===== config.mk =====
export PLATFORM = sky130hd
export DESIGN_NAME = cds_scan
export DESIGN_NICKNAME = d
export VERILOG_FILES = /design/src/pkg/cds_pkg.sv /design/src/rtl/cds_timer.sv /design/src/rtl/cds_scan.sv
export SDC_FILE = /design/constraint.sdc
export NUM_CORES = 1
export LEC_CHECK = 0
export BUFFER_PORTS_ARGS = -buffer_cell sky130_fd_sc_hd__buf_2
export CORE_ASPECT_RATIO = 1.5
export CORE_MARGIN = 2
export CORE_UTILIZATION = 50
export CTS_CLUSTER_SIZE = 40
export DETAILED_ROUTE_END_ITERATION = 10
export PLACE_DENSITY = 0.77
export SETUP_SLACK_MARGIN = 0.3
export SYNTH_ARGS = -nofsm -noshare
export SYNTH_HDL_FRONTEND = slang
export SYNTH_SLANG_ARGS = --single-unit

===== constraint.sdc =====
create_clock -name pclk -period 14.86 [get_ports pclk]
set_clock_uncertainty 0.05 [all_clocks]
set_input_delay 0.743 -clock pclk [delete_from_list [all_inputs] [get_ports pclk]]
set_output_delay 0.743 -clock pclk [all_outputs]
set_load 0.05 [all_outputs]

===== src/pkg/cds_pkg.sv =====
/*
  Constants, field layout, state codes and carrier types of the
  capacitive-divider scan sequencer for descriptors 1 and 2.
  Assumes a 32-bit APB register bus and one clock domain.
*/
package cds_pkg;
  // Byte offsets
  localparam logic [11:0] OFS_D1_C1  = 12'h110;
  localparam logic [11:0] OFS_D1_C2  = 12'h114;
  localparam logic [11:0] OFS_D1_C3  = 12'h118;
  localparam logic [11:0] OFS_D1_T2  = 12'h11c;
  localparam logic [11:0] OFS_D2_C1  = 12'h120;
  localparam logic [11:0] OFS_D2_C2  = 12'h124;
  localparam logic [11:0] OFS_D2_C3  = 12'h128;
  localparam logic [11:0] OFS_D2_T2  = 12'h12c;
  localparam logic [11:0] OFS_STATUS = 12'h140;
  // Reset value and writable masks
  localparam logic [31:0] RST_REG = 32'h00000000;
  localparam logic [31:0] MSK_C1  = 32'hffffff7f;
  localparam logic [31:0] MSK_C2  = 32'hffffffff;
  localparam logic [31:0] MSK_C3  = 32'hcf0f7f7f;
  localparam logic [31:0] MSK_T2  = 32'h7f7f7f7f;
  // Field positions
  localparam int EN_LO = 30;
  localparam int BUF_B = 27;
  localparam int IRQ_B = 26;
  localparam int SELF_B = 25;
  localparam int MUT_B = 24;
  localparam int DIV_B = 19;
  localparam int CAP_LO = 16;
  localparam int ACQ_LO = 8;
  localparam int CHG_LO = 0;
  localparam int CHN_LO = 24;
  localparam int OVT_LO = 16;
  localparam int POL_LO = 8;
  localparam int CON_LO = 0;
  localparam int THR_LO = 8;
  localparam int OVS_LO = 0;
  localparam int TXE_LO = 24;
  localparam int TXB_LO = 16;
  localparam int RXE_LO = 8;
  localparam int RXB_LO = 0;
  // Enable modes
  localparam logic [1:0] MODE_OFF  = 2'h0;
  localparam logic [1:0] MODE_ONCE = 2'h1;
  localparam logic [1:0] MODE_KEEP = 2'h2;
  localparam logic [1:0] MODE_LOOP = 2'h3;
  localparam int SMP_W = 12;
  localparam int ACC_W = 19;

  typedef enum logic [7:0] {
    S_IDLE = 8'h01, S_CHARGE = 8'h02, S_ACQUIRE = 8'h04, S_CONVERT = 8'h08,
    S_POLARITY = 8'h10, S_OVERSAMPLE_STATE = 8'h20, S_EVAL = 8'h40, S_CHANNEL = 8'h80
  } cds_state_t;

  typedef struct packed {
    logic [31:0] c1;
    logic [31:0] c2;
    logic [31:0] c3;
    logic [31:0] t2;
  } cds_desc_t;

  typedef struct packed {
    logic       active;
    logic       divider_on;
    logic       buf_route;
    logic [2:0] cap_sel;
    logic       charging;
    logic       polarity;
    logic       rx_en;
    logic [5:0] rx_first;
    logic [3:0] rx_step;
    logic       tx_en;
    logic [5:0] tx_first;
    logic [3:0] tx_step;
  } cds_elec_t;

  // Stride bits sit split across two byte lanes
  function automatic logic [3:0] rx_step_f(input logic [31:0] c2);
    rx_step_f = {c2[15], c2[14], c2[7], c2[6]};
  endfunction
  function automatic logic [3:0] tx_step_f(input logic [31:0] c2);
    tx_step_f = {c2[31], c2[30], c2[23], c2[22]};
  endfunction
  function automatic logic [1:0] mode_f(input logic [31:0] c3);
    mode_f = c3[EN_LO+:2];
  endfunction
  function automatic logic elig_f(input logic [31:0] c3);
    elig_f = (c3[EN_LO+:2] != MODE_OFF) && c3[DIV_B];
  endfunction
endpackage


===== src/rtl/cds_timer.sv =====
/*
  Seven-bit state timer: loaded on state entry, counts down to one.
  Assumes load is a one-cycle strobe in the clock domain of pclk.
*/
`timescale 1ns/1ps
module cds_timer (
  // Clock and reset
  input  wire logic       pclk,
  input  wire logic       presetn,
  // Control
  input  wire logic       load,
  input  wire logic [6:0] value,
  // Status
  output logic            expired
);
  logic [6:0] cnt_q;

  // Countdown; a value of zero lasts one cycle like a value of one
  always_ff @(posedge pclk or negedge presetn) begin
    if (!presetn) begin
      cnt_q <= 7'h00;
    end else if (load) begin
      cnt_q <= value;
    end else if (cnt_q > 7'h01) begin
      cnt_q <= cnt_q - 7'h01;
    end
  end

  assign expired = (cnt_q <= 7'h01);
endmodule // cds_timer


===== src/rtl/cds_scan.sv =====
/*
  Scan sequencer for descriptors 1 and 2 with its APB register file.
  Assumes a synchronous converter that pulses adc_eoc with adc_data,
  and outside logic that stores measurements and routes the interrupt.
*/
`timescale 1ns/1ps
module cds_scan (
  // Clock and reset
  input  wire logic                    pclk,
  input  wire logic                    presetn,
  // APB slave
  input  wire logic [11:0]             paddr,
  input  wire logic                    psel,
  input  wire logic                    penable,
  input  wire logic                    pwrite,
  input  wire logic [31:0]             pwdata,
  output logic                         pready,
  output logic [31:0]                  prdata,
  output logic                         pslverr,
  // Shared converter
  output logic                         adc_start,
  input  wire logic                    adc_eoc,
  input  wire logic [11:0]             adc_data,
  // Electrode and divider control
  output cds_pkg::cds_elec_t           elec,
  // Measurement results
  output logic                         irq,
  output logic                         meas_valid,
  output logic                         meas_desc,
  output logic [19:0]                  meas_diff
);
  cds_pkg::cds_desc_t  dsc_q [2];
  cds_pkg::cds_state_t st_q;
  cds_pkg::cds_state_t st_d;
  logic                act_q;
  logic                act_d;
  logic                rpt_q;
  logic                pol_q;
  logic [6:0]          ovs_q;
  logic [5:0]          rx_q;
  logic [5:0]          tx_q;
  logic [18:0]         acc_a_q;
  logic [18:0]         acc_b_q;
  logic [11:0]         smp_q;
  logic                match_q;
  logic                adc_start_q;
  logic                irq_q;
  logic                mval_q;
  logic                mdesc_q;
  logic [19:0]         mdiff_q;
  logic [31:0]         prdata_q;
  logic                pslverr_q;
  logic [31:0]         c1;
  logic [31:0]         c2;
  logic [31:0]         c3;
  logic [31:0]         t2;
  logic                exp;
  logic                ld;
  logic [6:0]          tval;
  logic [19:0]         diff;
  logic                exceed;
  logic [6:0]          rx_nx;
  logic [6:0]          tx_nx;
  logic                tx_nx_end;
  logic                rx_wrap;
  logic                last_pair;
  logic                finish;
  logic                hw_clr;
  logic                busy;
  logic                wr;
  logic                hit;
  logic                hit_st;
  logic                sel_d;
  logic [1:0]          sel_w;

  assign c1 = dsc_q[act_q].c1;
  assign c2 = dsc_q[act_q].c2;
  assign c3 = dsc_q[act_q].c3;
  assign t2 = dsc_q[act_q].t2;
  assign busy = (st_q != cds_pkg::S_IDLE);

  // Address decode: descriptor, word, status
  always_comb begin
    hit    = 1'b1;
    hit_st = 1'b0;
    sel_d  = 1'b0;
    sel_w  = 2'h0;
    unique case (paddr)
      cds_pkg::OFS_D1_C1:  sel_w = 2'h0;
      cds_pkg::OFS_D1_C2:  sel_w = 2'h1;
      cds_pkg::OFS_D1_C3:  sel_w = 2'h2;
      cds_pkg::OFS_D1_T2:  sel_w = 2'h3;
      cds_pkg::OFS_D2_C1:  begin sel_d = 1'b1; sel_w = 2'h0; end
      cds_pkg::OFS_D2_C2:  begin sel_d = 1'b1; sel_w = 2'h1; end
      cds_pkg::OFS_D2_C3:  begin sel_d = 1'b1; sel_w = 2'h2; end
      cds_pkg::OFS_D2_T2:  begin sel_d = 1'b1; sel_w = 2'h3; end
      cds_pkg::OFS_STATUS: hit_st = 1'b1;
      default:             hit = 1'b0;
    endcase
  end

  // Zero-wait slave; write lands in the access phase
  assign pready  = 1'b1;
  assign wr      = psel && penable && pwrite && hit && !hit_st;
  assign prdata  = prdata_q;
  assign pslverr = pslverr_q;

  // Read data and error captured in the setup phase
  always_ff @(posedge pclk or negedge presetn) begin
    if (!presetn) begin
      prdata_q  <= 32'h00000000;
      pslverr_q <= 1'b0;
    end else if (psel && !penable) begin
      pslverr_q <= !hit || (pwrite && hit_st);
      if (!pwrite && hit_st) begin
        prdata_q <= {16'h0000, st_q, 3'h0, act_q, 2'h0, match_q, busy};
      end else if (!pwrite && hit) begin
        unique case (sel_w)
          2'h0: prdata_q <= dsc_q[sel_d].c1;
          2'h1: prdata_q <= dsc_q[sel_d].c2;
          2'h2: prdata_q <= dsc_q[sel_d].c3;
          2'h3: prdata_q <= dsc_q[sel_d].t2;
        endcase
      end else begin
        prdata_q <= 32'h00000000;
      end
    end
  end

  // Register file; a software write to the mode field beats the hardware clear
  always_ff @(posedge pclk or negedge presetn) begin
    if (!presetn) begin
      for (int i = 0; i < 2; i++) begin
        dsc_q[i] <= {4{cds_pkg::RST_REG}};
      end
    end else begin
      for (int i = 0; i < 2; i++) begin
        if (wr && sel_d == i[0] && sel_w == 2'h0) begin
          dsc_q[i].c1 <= pwdata & cds_pkg::MSK_C1;
        end
        if (wr && sel_d == i[0] && sel_w == 2'h1) begin
          dsc_q[i].c2 <= pwdata & cds_pkg::MSK_C2;
        end
        if (wr && sel_d == i[0] && sel_w == 2'h2) begin
          dsc_q[i].c3 <= pwdata & cds_pkg::MSK_C3;
        end else if (hw_clr && act_q == i[0]) begin
          dsc_q[i].c3[cds_pkg::EN_LO+:2] <= cds_pkg::MODE_OFF;
        end
        if (wr && sel_d == i[0] && sel_w == 2'h3) begin
          dsc_q[i].t2 <= pwdata & cds_pkg::MSK_T2;
        end
      end
    end
  end

  // Pointer stepping and loop end
  assign rx_nx     = {1'b0, rx_q} + {3'h0, cds_pkg::rx_step_f(c2)} + 7'h01;
  assign tx_nx     = {1'b0, tx_q} + {3'h0, cds_pkg::tx_step_f(c2)} + 7'h01;
  assign rx_wrap   = rx_nx >= {1'b0, c2[cds_pkg::RXE_LO+:6]};
  assign tx_nx_end = tx_nx >= {1'b0, c2[cds_pkg::TXE_LO+:6]};
  assign last_pair = rx_wrap && tx_nx_end;
  assign finish    = (st_q == cds_pkg::S_CHANNEL) && exp && last_pair;
  assign hw_clr    = finish && ((cds_pkg::mode_f(c3) == cds_pkg::MODE_ONCE) ||
                     (cds_pkg::mode_f(c3) == cds_pkg::MODE_LOOP && match_q));

  // Difference of polarity accumulators against threshold
  assign diff   = {1'b0, acc_a_q} - {1'b0, acc_b_q};
  assign exceed = !diff[19] && ({5'h00, diff[18:0]} > c1[cds_pkg::THR_LO+:24]);

  // Next state and descriptor choice
  always_comb begin
    st_d  = st_q;
    act_d = act_q;
    unique case (st_q)
      cds_pkg::S_IDLE: begin
        if (rpt_q && cds_pkg::elig_f(c3)) begin
          st_d = cds_pkg::S_CHARGE;
        end else if (cds_pkg::elig_f(dsc_q[!act_q].c3)) begin
          act_d = !act_q;
          st_d  = cds_pkg::S_CHARGE;
        end else if (cds_pkg::elig_f(c3)) begin
          st_d = cds_pkg::S_CHARGE;
        end
      end
      cds_pkg::S_CHARGE:   if (exp) st_d = cds_pkg::S_ACQUIRE;
      cds_pkg::S_ACQUIRE:  if (exp) st_d = cds_pkg::S_CONVERT;
      cds_pkg::S_CONVERT: begin
        if (exp && !pol_q) begin
          st_d = cds_pkg::S_POLARITY;
        end else if (exp && ovs_q == c1[cds_pkg::OVS_LO+:7]) begin
          st_d = cds_pkg::S_EVAL;
        end else if (exp) begin
          st_d = cds_pkg::S_OVERSAMPLE_STATE;
        end
      end
      cds_pkg::S_POLARITY: if (exp) st_d = cds_pkg::S_CHARGE;
      cds_pkg::S_OVERSAMPLE_STATE: if (exp) st_d = cds_pkg::S_CHARGE;
      cds_pkg::S_EVAL:     st_d = cds_pkg::S_CHANNEL;
      cds_pkg::S_CHANNEL: begin
        if (finish) begin
          st_d = cds_pkg::S_IDLE;
        end else if (exp) begin
          st_d = cds_pkg::S_CHARGE;
        end
      end
    endcase
  end

  // Timer load value follows the state being entered
  always_comb begin
    ld   = (st_d != st_q);
    tval = 7'h00;
    unique case (st_d)
      cds_pkg::S_CHARGE:   tval = dsc_q[act_d].c3[cds_pkg::CHG_LO+:7];
      cds_pkg::S_ACQUIRE:  tval = c3[cds_pkg::ACQ_LO+:7];
      cds_pkg::S_CONVERT:  tval = t2[cds_pkg::CON_LO+:7];
      cds_pkg::S_POLARITY: tval = t2[cds_pkg::POL_LO+:7];
      cds_pkg::S_OVERSAMPLE_STATE: tval = t2[cds_pkg::OVT_LO+:7];
      cds_pkg::S_CHANNEL:  tval = t2[cds_pkg::CHN_LO+:7];
      default:             tval = 7'h00;
    endcase
  end

  cds_timer u_timer (
    .pclk    (pclk),
    .presetn (presetn),
    .load    (ld),
    .value   (tval),
    .expired (exp)
  );

  // State, active descriptor and repeat flag
  always_ff @(posedge pclk or negedge presetn) begin
    if (!presetn) begin
      st_q  <= cds_pkg::S_IDLE;
      act_q <= 1'b1;
      rpt_q <= 1'b0;
    end else begin
      st_q  <= st_d;
      act_q <= act_d;
      if (finish) begin
        rpt_q <= (cds_pkg::mode_f(c3) == cds_pkg::MODE_LOOP) && !match_q;
      end else if (st_q == cds_pkg::S_IDLE) begin
        rpt_q <= 1'b0;
      end
    end
  end

  // Converter sample latch on end of conversion
  always_ff @(posedge pclk or negedge presetn) begin
    if (!presetn) begin
      smp_q <= 12'h000;
    end else if (st_q == cds_pkg::S_CONVERT && adc_eoc) begin
      smp_q <= adc_data;
    end else if (ld && st_d == cds_pkg::S_CONVERT) begin
      smp_q <= 12'h000;
    end
  end

  // Accumulation, polarity and oversample count
  always_ff @(posedge pclk or negedge presetn) begin
    if (!presetn) begin
      pol_q   <= 1'b0;
      ovs_q   <= 7'h00;
      acc_a_q <= 19'h00000;
      acc_b_q <= 19'h00000;
    end else if ((st_q == cds_pkg::S_IDLE && ld) || (st_q == cds_pkg::S_CHANNEL && exp)) begin
      pol_q   <= 1'b0;
      ovs_q   <= 7'h00;
      acc_a_q <= 19'h00000;
      acc_b_q <= 19'h00000;
    end else if (st_q == cds_pkg::S_CONVERT && exp) begin
      pol_q <= !pol_q;
      if (!pol_q) begin
        acc_a_q <= acc_a_q + {7'h00, smp_q};
      end else begin
        acc_b_q <= acc_b_q + {7'h00, smp_q};
        ovs_q   <= ovs_q + 7'h01;
      end
    end
  end

  // Receive and transmit pointers
  always_ff @(posedge pclk or negedge presetn) begin
    if (!presetn) begin
      rx_q <= 6'h00;
      tx_q <= 6'h00;
    end else if (st_q == cds_pkg::S_IDLE && ld) begin
      rx_q <= dsc_q[act_d].c2[cds_pkg::RXB_LO+:6];
      tx_q <= dsc_q[act_d].c2[cds_pkg::TXB_LO+:6];
    end else if (st_q == cds_pkg::S_CHANNEL && exp && !last_pair) begin
      if (rx_wrap) begin
        rx_q <= c2[cds_pkg::RXB_LO+:6];
        tx_q <= tx_nx[5:0];
      end else begin
        rx_q <= rx_nx[5:0];
      end
    end
  end

  // Match flag of the current run
  always_ff @(posedge pclk or negedge presetn) begin
    if (!presetn) begin
      match_q <= 1'b0;
    end else if (st_q == cds_pkg::S_IDLE && ld) begin
      match_q <= 1'b0;
    end else if (st_q == cds_pkg::S_EVAL && exceed) begin
      match_q <= 1'b1;
    end
  end

  // Result strobes, interrupt and converter start
  always_ff @(posedge pclk or negedge presetn) begin
    if (!presetn) begin
      irq_q       <= 1'b0;
      mval_q      <= 1'b0;
      mdesc_q     <= 1'b0;
      mdiff_q     <= 20'h00000;
      adc_start_q <= 1'b0;
    end else begin
      irq_q       <= (st_q == cds_pkg::S_EVAL) && exceed && c3[cds_pkg::IRQ_B];
      mval_q      <= (st_q == cds_pkg::S_EVAL) && exceed;
      adc_start_q <= ld && (st_d == cds_pkg::S_CONVERT);
      if (st_q == cds_pkg::S_EVAL) begin
        mdiff_q <= diff;
        mdesc_q <= act_q;
      end
    end
  end

  assign irq        = irq_q;
  assign meas_valid = mval_q;
  assign meas_desc  = mdesc_q;
  assign meas_diff  = mdiff_q;
  assign adc_start  = adc_start_q;

  // Electrode, divider and buffer steering from the active descriptor
  always_comb begin
    elec            = '0;
    elec.active     = busy;
    elec.divider_on = busy && c3[cds_pkg::DIV_B];
    elec.buf_route  = busy && c3[cds_pkg::BUF_B];
    elec.cap_sel    = busy ? c3[cds_pkg::CAP_LO+:3] : 3'h0;
    elec.charging   = (st_q == cds_pkg::S_CHARGE);
    elec.polarity   = pol_q;
    elec.rx_en      = busy && c3[cds_pkg::SELF_B];
    elec.rx_first   = rx_q;
    elec.rx_step    = cds_pkg::rx_step_f(c2);
    elec.tx_en      = busy && c3[cds_pkg::MUT_B];
    elec.tx_first   = tx_q;
    elec.tx_step    = cds_pkg::tx_step_f(c2);
  end

  // Checking helpers: state age and load value
  logic [6:0] age_q;
  logic [6:0] lval_q;
  always_ff @(posedge pclk or negedge presetn) begin
    if (!presetn) begin
      age_q  <= 7'h00;
      lval_q <= 7'h00;
    end else if (ld) begin
      age_q  <= 7'h00;
      lval_q <= tval;
    end else if (age_q != 7'h7f) begin
      age_q <= age_q + 7'h01;
    end
  end
endmodule // cds_scan


==> results.json, run 1 <==
{
  "tightest_slew_ns": 1.29,
  "worst-path-max-fanout": 54,
  "drt-pass1-iter-count": 7,
  "vias": 17026,
  "min_path_type": "input port to async pin",
  "die-width_microns": 173,
  "timing.setup.tns_ns": 0,
  "clkLatencyLatePin_ns": 0.55,
  "drtIter0Drc": 1525,
  "endpoint": "u_timer.cnt_q[1]",
  "r2r_setup_slack_ns": 8.96,
  "chipHeight_microns": 258,
  "dieArea_sq_um": 44700,
  "cp-start-kind": "flip-flop",
  "fin_crit_sh": 0.397,
  "required_ns": 15.28,
  "via_per_inst": 6.26,
  "final_common_cell": "dfrtp_1",
  "totalWireLength_microns": 63600,
  "ios": 150,
  "startpoint": "act_q",
  "grt_max_degree": 104,
  "p_leak_nw": 11.5,
  "multi_input_area_sq_um": 11500,
  "syn_nets": 2171,
  "async_flop_share": 1.00,
  "area_growth_pct": 11.5,
  "maxCapViolations": 0,
  "rows": 93,
  "final_cell_mix": "dfrtp_1 (373), mux2_2 (282), nand2_1 (172), buf_2 (147), mux2i_1 (130)",
  "relSlewSlack": 0.140,
  "synth_edf_count": 0,
  "clock-root-buffer": "clkbuf_16",
  "max_freq_mhz": 169,
  "critPathMaxStageDelay_ns": 1.13,
  "ctsHtreeMaxLevel": 2,
  "path_cells": "buf_4 > mux2i_1 > ha_1 > fa_1 > nand2b_1 > nand2b_1 > a21oi_1 > xnor2_1 > ha_1 > a21o_1 > a211oi_1 > a22oi_1 > and2_1 > a21o_1 > nor4_1 > o32a_1",
  "grt_antenna_before_repair": 3,
  "port_buffers": 148,
  "ctsHoldBuffers": 0,
  "cts_tree": "built",
  "worst_setup_path_end_kind": "flip-flop",
  "synth.area.top_cells": "dfrtp_1 (43%), mux2_2 (15%), mux2i_1 (6.1%)",
  "clock-sinks": 375,
  "gp_congestion": 0.921,
  "reg2reg_from": "act_q",
  "r2r_end": "u_timer.cnt_q[1]",
  "clk_pin_slew_ns": 0.06,
  "utilization": 0.562,
  "grt_remaining_overflow": 0,
  "coreArea_sq_um": 42700,
  "crit_type": "flip-flop to flip-flop",
  "place_ws_ns": 9.06,
  "grt_use_total": 0.283,
  "yosysSeqAreaShare": 0.437,
  "hold_viol": 0,
  "drive_above_1_share": 0.258,
  "layout_setup_ws_ns": 8.96,
  "syn_inst": 2019,
  "status": "complete, no violations",
  "maxSlewViolCount": 0,
  "start_util": 0.503,
  "crit_path_top_delay_cell": "dfstp_4",
  "post_cts_buffers": 0,
  "ir_worst_vdd_v": 0.0000733,
  "synth_top_area_cell": "dfrtp_1",
  "seqCellArea_sq_um": 9390,
  "fin_crit_ns": 5.90,
  "ys_ff_latch": 375,
  "grt_pass1_vias": 17485,
  "n_fill_cell": 3693,
  "worstPathArrival_ns": 6.32,
  "ys_warn_count": 0,
  "pwr_density_cell_nw_per_um2": 95.3,
  "synth.distinct_cells": 79,
  "synth.avg_cell_area_sq_um": 10.6,
  "clk_path_buf_depth": 3,
  "grt_pass1_wl_microns": 99500,
  "nets": 2268,
  "drc": 0,
  "cts-resized-gates": 0,
  "synth_flop_cell": "dfrtp_1",
  "cts-buffers-inserted": 38,
  "routedWlPerCell_microns": 23.4,
  "r2r_cells": 16,
  "yosys.area.top_type_share": 0.434,
  "syn-cell-area_sq_um": 21500,
  "postRouteAntennaNets": 0,
  "setup_viol": 0,
  "rsz0062_at_grt": "false",
  "hpwlAfterDp_microns": 45500
}
-- through the flow --
| stage | instances | hold slack (ns) | area (sq um) | power, mW |
|---|---|---|---|---|
| 2_1_floorplan | 2019 | 0.397 | 21500 | 1.27 |
| 3_3_place_gp | 2646 | 0.406 | 22800 | 1.35 |
| 3_5_place_dp | 2646 | 0.412 | 22800 | 1.35 |
| 4_1_cts | 2715 | 0.212 | 24000 | 2.30 |
| 5_1_grt | 2718 | 0.226 | 24000 | 2.37 |
| 6_report | 2718 | 0.167 | 24000 | 2.29 |
-- area by class of cell --
cell class                      instances  area share
Multi-Input combinational cell       1474       0.480
Sequential cell                       375       0.392
Clock buffer                           57      0.0460
Timing Repair Buffer                  174      0.0394
Tap cell                              570      0.0297
Inverter                               53     0.00830
Clock inverter                         12     0.00475
Antenna cell                            3    0.000313
-- routing by layer --
layer  track usage  up-vias  wire length, microns  part of all wire
met5             0        -                     0                 0
met4         0.169        0                  3940             0.062
met3        0.0396      195                  3820             0.060
met2         0.493      721                 32000              0.50
met1         0.333     8491                 23800              0.37
li1              -     7619                     -                 -
-- worst min path at each step --
stage                    end          start
3_5_place_dp   meas_diff[10]  meas_diff[10]
3_3_place_gp       prdata[9]      prdata[9]
2_1_floorplan     acc_a_q[0]        presetn
5_1_grt            dsc_q[93]        presetn
6_report           dsc_q[93]        presetn
4_1_cts            dsc_q[93]        presetn
-- synth_stat cells (all sizes together), types with 22 or more instances --
cell / number
nand3: 42
nor2: 120
o21ai: 53
xnor2: 44
ha: 85
a21oi: 106
nand2: 173
a21o: 28
o22ai: 30
buf: 27
nor2b: 25
mux2i: 132
inv: 53
dfrtp: 373
xor2: 27
nor3: 24
clkbuf: 90
o211ai: 22
a221oi: 35
mux2: 282
-- registers in the layout, indices dropped and copies added, names as in the netlist, 7 cells and up --
name,count
prdata,32
acc_a_q,19
smp_q,12
meas_diff,20
acc_b_q,19
dsc_q,230
u_timer.cnt_q,7
st_q,8
ovs_q,7
-- power by group --
group | internal (mW) | switching, mW | total [mW]
Combinational | 0.0946 | 0.181 | 0.276
Sequential | 1.04 | 0.0262 | 1.07
Clock | 0.535 | 0.410 | 0.945
-- critical path: cells and delay by family (launching register included) --
family	cells	cell delay, ns
simple gates	4	0.90
buf+inv	1	0.83
fa+ha+maj	3	1.01
compound gates	6	1.26
xor+xnor	1	0.25
mux	1	0.27
flops	1	1.13
-- cell families after synthesis --
kind of cell / count (synthesis) / share of synthesized area
xor gates and xnor gates: 71 / 0.0289
muxes: 414 / 0.210
buffers and inverters: 170 / 0.0320
AOI/OAI and AO/OA: 409 / 0.131
and+or+nand+nor: 489 / 0.108
adders and majority gates: 90 / 0.0541
DFF: 375 / 0.437
other: 1 / 0.000174
Power figures use the tool's default switching activity.
==> inputs of run 2 (changes only) <==
- PLACE_DENSITY: 0.77 -> 0.8
- clock period: 14.86 -> 5.17 ns (I/O delays scaled with it)
==> run 2 against run 1 <==
  * Final cell count increased by 1.3%
  * Hold slack got worse by 0.16 ns
  * Setup slack got worse by 8.4 ns
  * Critical path depth unchanged
==> results.json, run 2 (synthesis results as in run 1) <==
{
  "status": "complete, no violations",
  "relSlewSlack": 0.103,
  "hpwlAfterDp_microns": 46400,
  "vias": 17317,
  "hold_ws_ns": 0.00924,
  "drtIter0Drc": 1576,
  "clkLatencyLatePin_ns": 0.55,
  "grt_remaining_overflow": 0,
  "drive_above_1_share": 0.262,
  "drt-pass1-iter-count": 6,
  "worst-path-max-fanout": 16,
  "final_cell_mix": "dfrtp_1 (373), mux2_2 (282), nand2_1 (172), buf_2 (147), mux2i_1 (129)",
  "maxSlewViolCount": 0,
  "pwr_density_cell_nw_per_um2": 273,
  "grt_pass1_vias": 17774,
  "rows": 93,
  "required_ns": 5.59,
  "drc": 0,
  "clock-root-buffer": "clkbuf_16",
  "cp-start-kind": "flip-flop",
  "area_growth_pct": 13.5,
  "crit_path_top_delay_cell": "dfstp_4",
  "cts_tree": "built",
  "tightest_slew_ns": 1.34,
  "min_path_type": "input port to flip-flop",
  "ctsHoldBuffers": 27,
  "post_cts_buffers": 0,
  "path_cells": "mux2i_2 > inv_2 > ha_1 > nor2b_1 > o21ai_0 > a21oi_1 > o21ai_0 > xnor2_1 > ha_1 > nor2b_1 > a41oi_1 > a22oi_1 > and2_1 > a21o_1 > nor4_1 > o32a_1",
  "final_common_cell": "dfrtp_1",
  "worst_setup_path_end_kind": "flip-flop",
  "dieArea_sq_um": 44700,
  "cts-resized-gates": 0,
  "routedWlPerCell_microns": 23.5,
  "ir_worst_vdd_v": 0.000186,
  "ctsHtreeMaxLevel": 2,
  "grt_pass1_wl_microns": 101000,
  "grt_max_degree": 125,
  "crit_type": "flip-flop to flip-flop",
  "grt_antenna_before_repair": 2,
  "grt_use_total": 0.288,
  "rsz0062_at_grt": "false",
  "start_util": 0.503,
  "postRouteAntennaNets": 0,
  "hold_viol": 0,
  "die-width_microns": 173,
  "max_freq_mhz": 218,
  "cts-buffers-inserted": 37,
  "maxCapViolations": 0,
  "critPathMaxStageDelay_ns": 0.79,
  "ios": 150,
  "path_buf_inv": 1,
  "setup_viol": 0,
  "largest_reg_flops": 230,
  "fin_crit_sh": 0.886,
  "via_per_inst": 6.29,
  "gp_congestion": 0.928,
  "crit_family": "compound AO/OA/AOI/OAI gates",
  "clock-sinks": 375,
  "worstPathArrival_ns": 5.00,
  "clk_pin_slew_ns": 0.07,
  "port_buffers": 148,
  "coreArea_sq_um": 42700,
  "fin_crit_ns": 4.58,
  "totalWireLength_microns": 64800,
  "clk_path_buf_depth": 3,
  "nets": 2305,
  "regMostFlops": "dsc_q",
  "p_leak_nw": 11.7,
  "timing.setup.tns_ns": 0,
  "chipHeight_microns": 258
}
run 2: path summary, 6_finish.rpt:
kind	from	endpoint	slack [ns]	depth (start not counted)
worst max-delay path	act_q	u_timer.cnt_q[1]	0.59	16
worst min-delay path	pwdata[4]	dsc_q[196]	0.009	2
worst max register to register	act_q	u_timer.cnt_q[1]	0.59	16
worst min register to register	prdata[20]	prdata[20]	0.42	2
max in group asynchronous	presetn	dsc_q[37]	3.33	3
min in group asynchronous	presetn	meas_diff[4]	0.36	2
run 2: where the power goes:
group          internal [mW]  switching (mW)
logic                  0.286           0.525
clock network           1.58            1.21
registers               2.99          0.0807
run 2: layer usage:
| metal | up-vias | part of all wire | GRT usage | routed length (microns) |
|---|---|---|---|---|
| li1 | 7687 | - | - | - |
| met1 | 8656 | 0.37 | 0.339 | 24000 |
| met2 | 765 | 0.50 | 0.493 | 32200 |
| met3 | 209 | 0.065 | 0.0417 | 4200 |
| met4 | 0 | 0.069 | 0.186 | 4490 |
| met5 | - | 0 | 0 | 0 |
run 2: cell type report:
type,count,area (sq um)
Tap cell,570,713
Antenna cell,3,7.51
Multi-Input combinational cell,1474,11500
Timing Repair Buffer,212,1340
Sequential cell,375,9390
Fill cell,3596,18300
Clock inverter,18,196
Inverter,53,199
Clock buffer,49,1040
run 2: worst reg2reg max path, delay by kind of cell (launching register included):
kind | cells | cell delay, ns
compound gates | 7 | 1.65
xor+xnor | 1 | 0.19
fa+ha+maj | 2 | 0.56
buf+inv | 1 | 0.06
flops | 1 | 0.79
mux | 1 | 0.34
simple gates | 4 | 0.88
run 2: metrics by stage:
step           cell area, sq um  cells  utilization  setup slack, ns  total power, mW
4_1_cts                   24400   2751        0.571            0.671             6.69
3_3_place_gp              22900   2657        0.536            0.786             3.88
3_5_place_dp              22900   2657        0.536            0.720             3.89
6_report                  24400   2754        0.571            0.591             6.67
2_1_floorplan             21500   2019            -            0.315             3.64
5_1_grt                   24400   2753        0.571            0.311             6.90
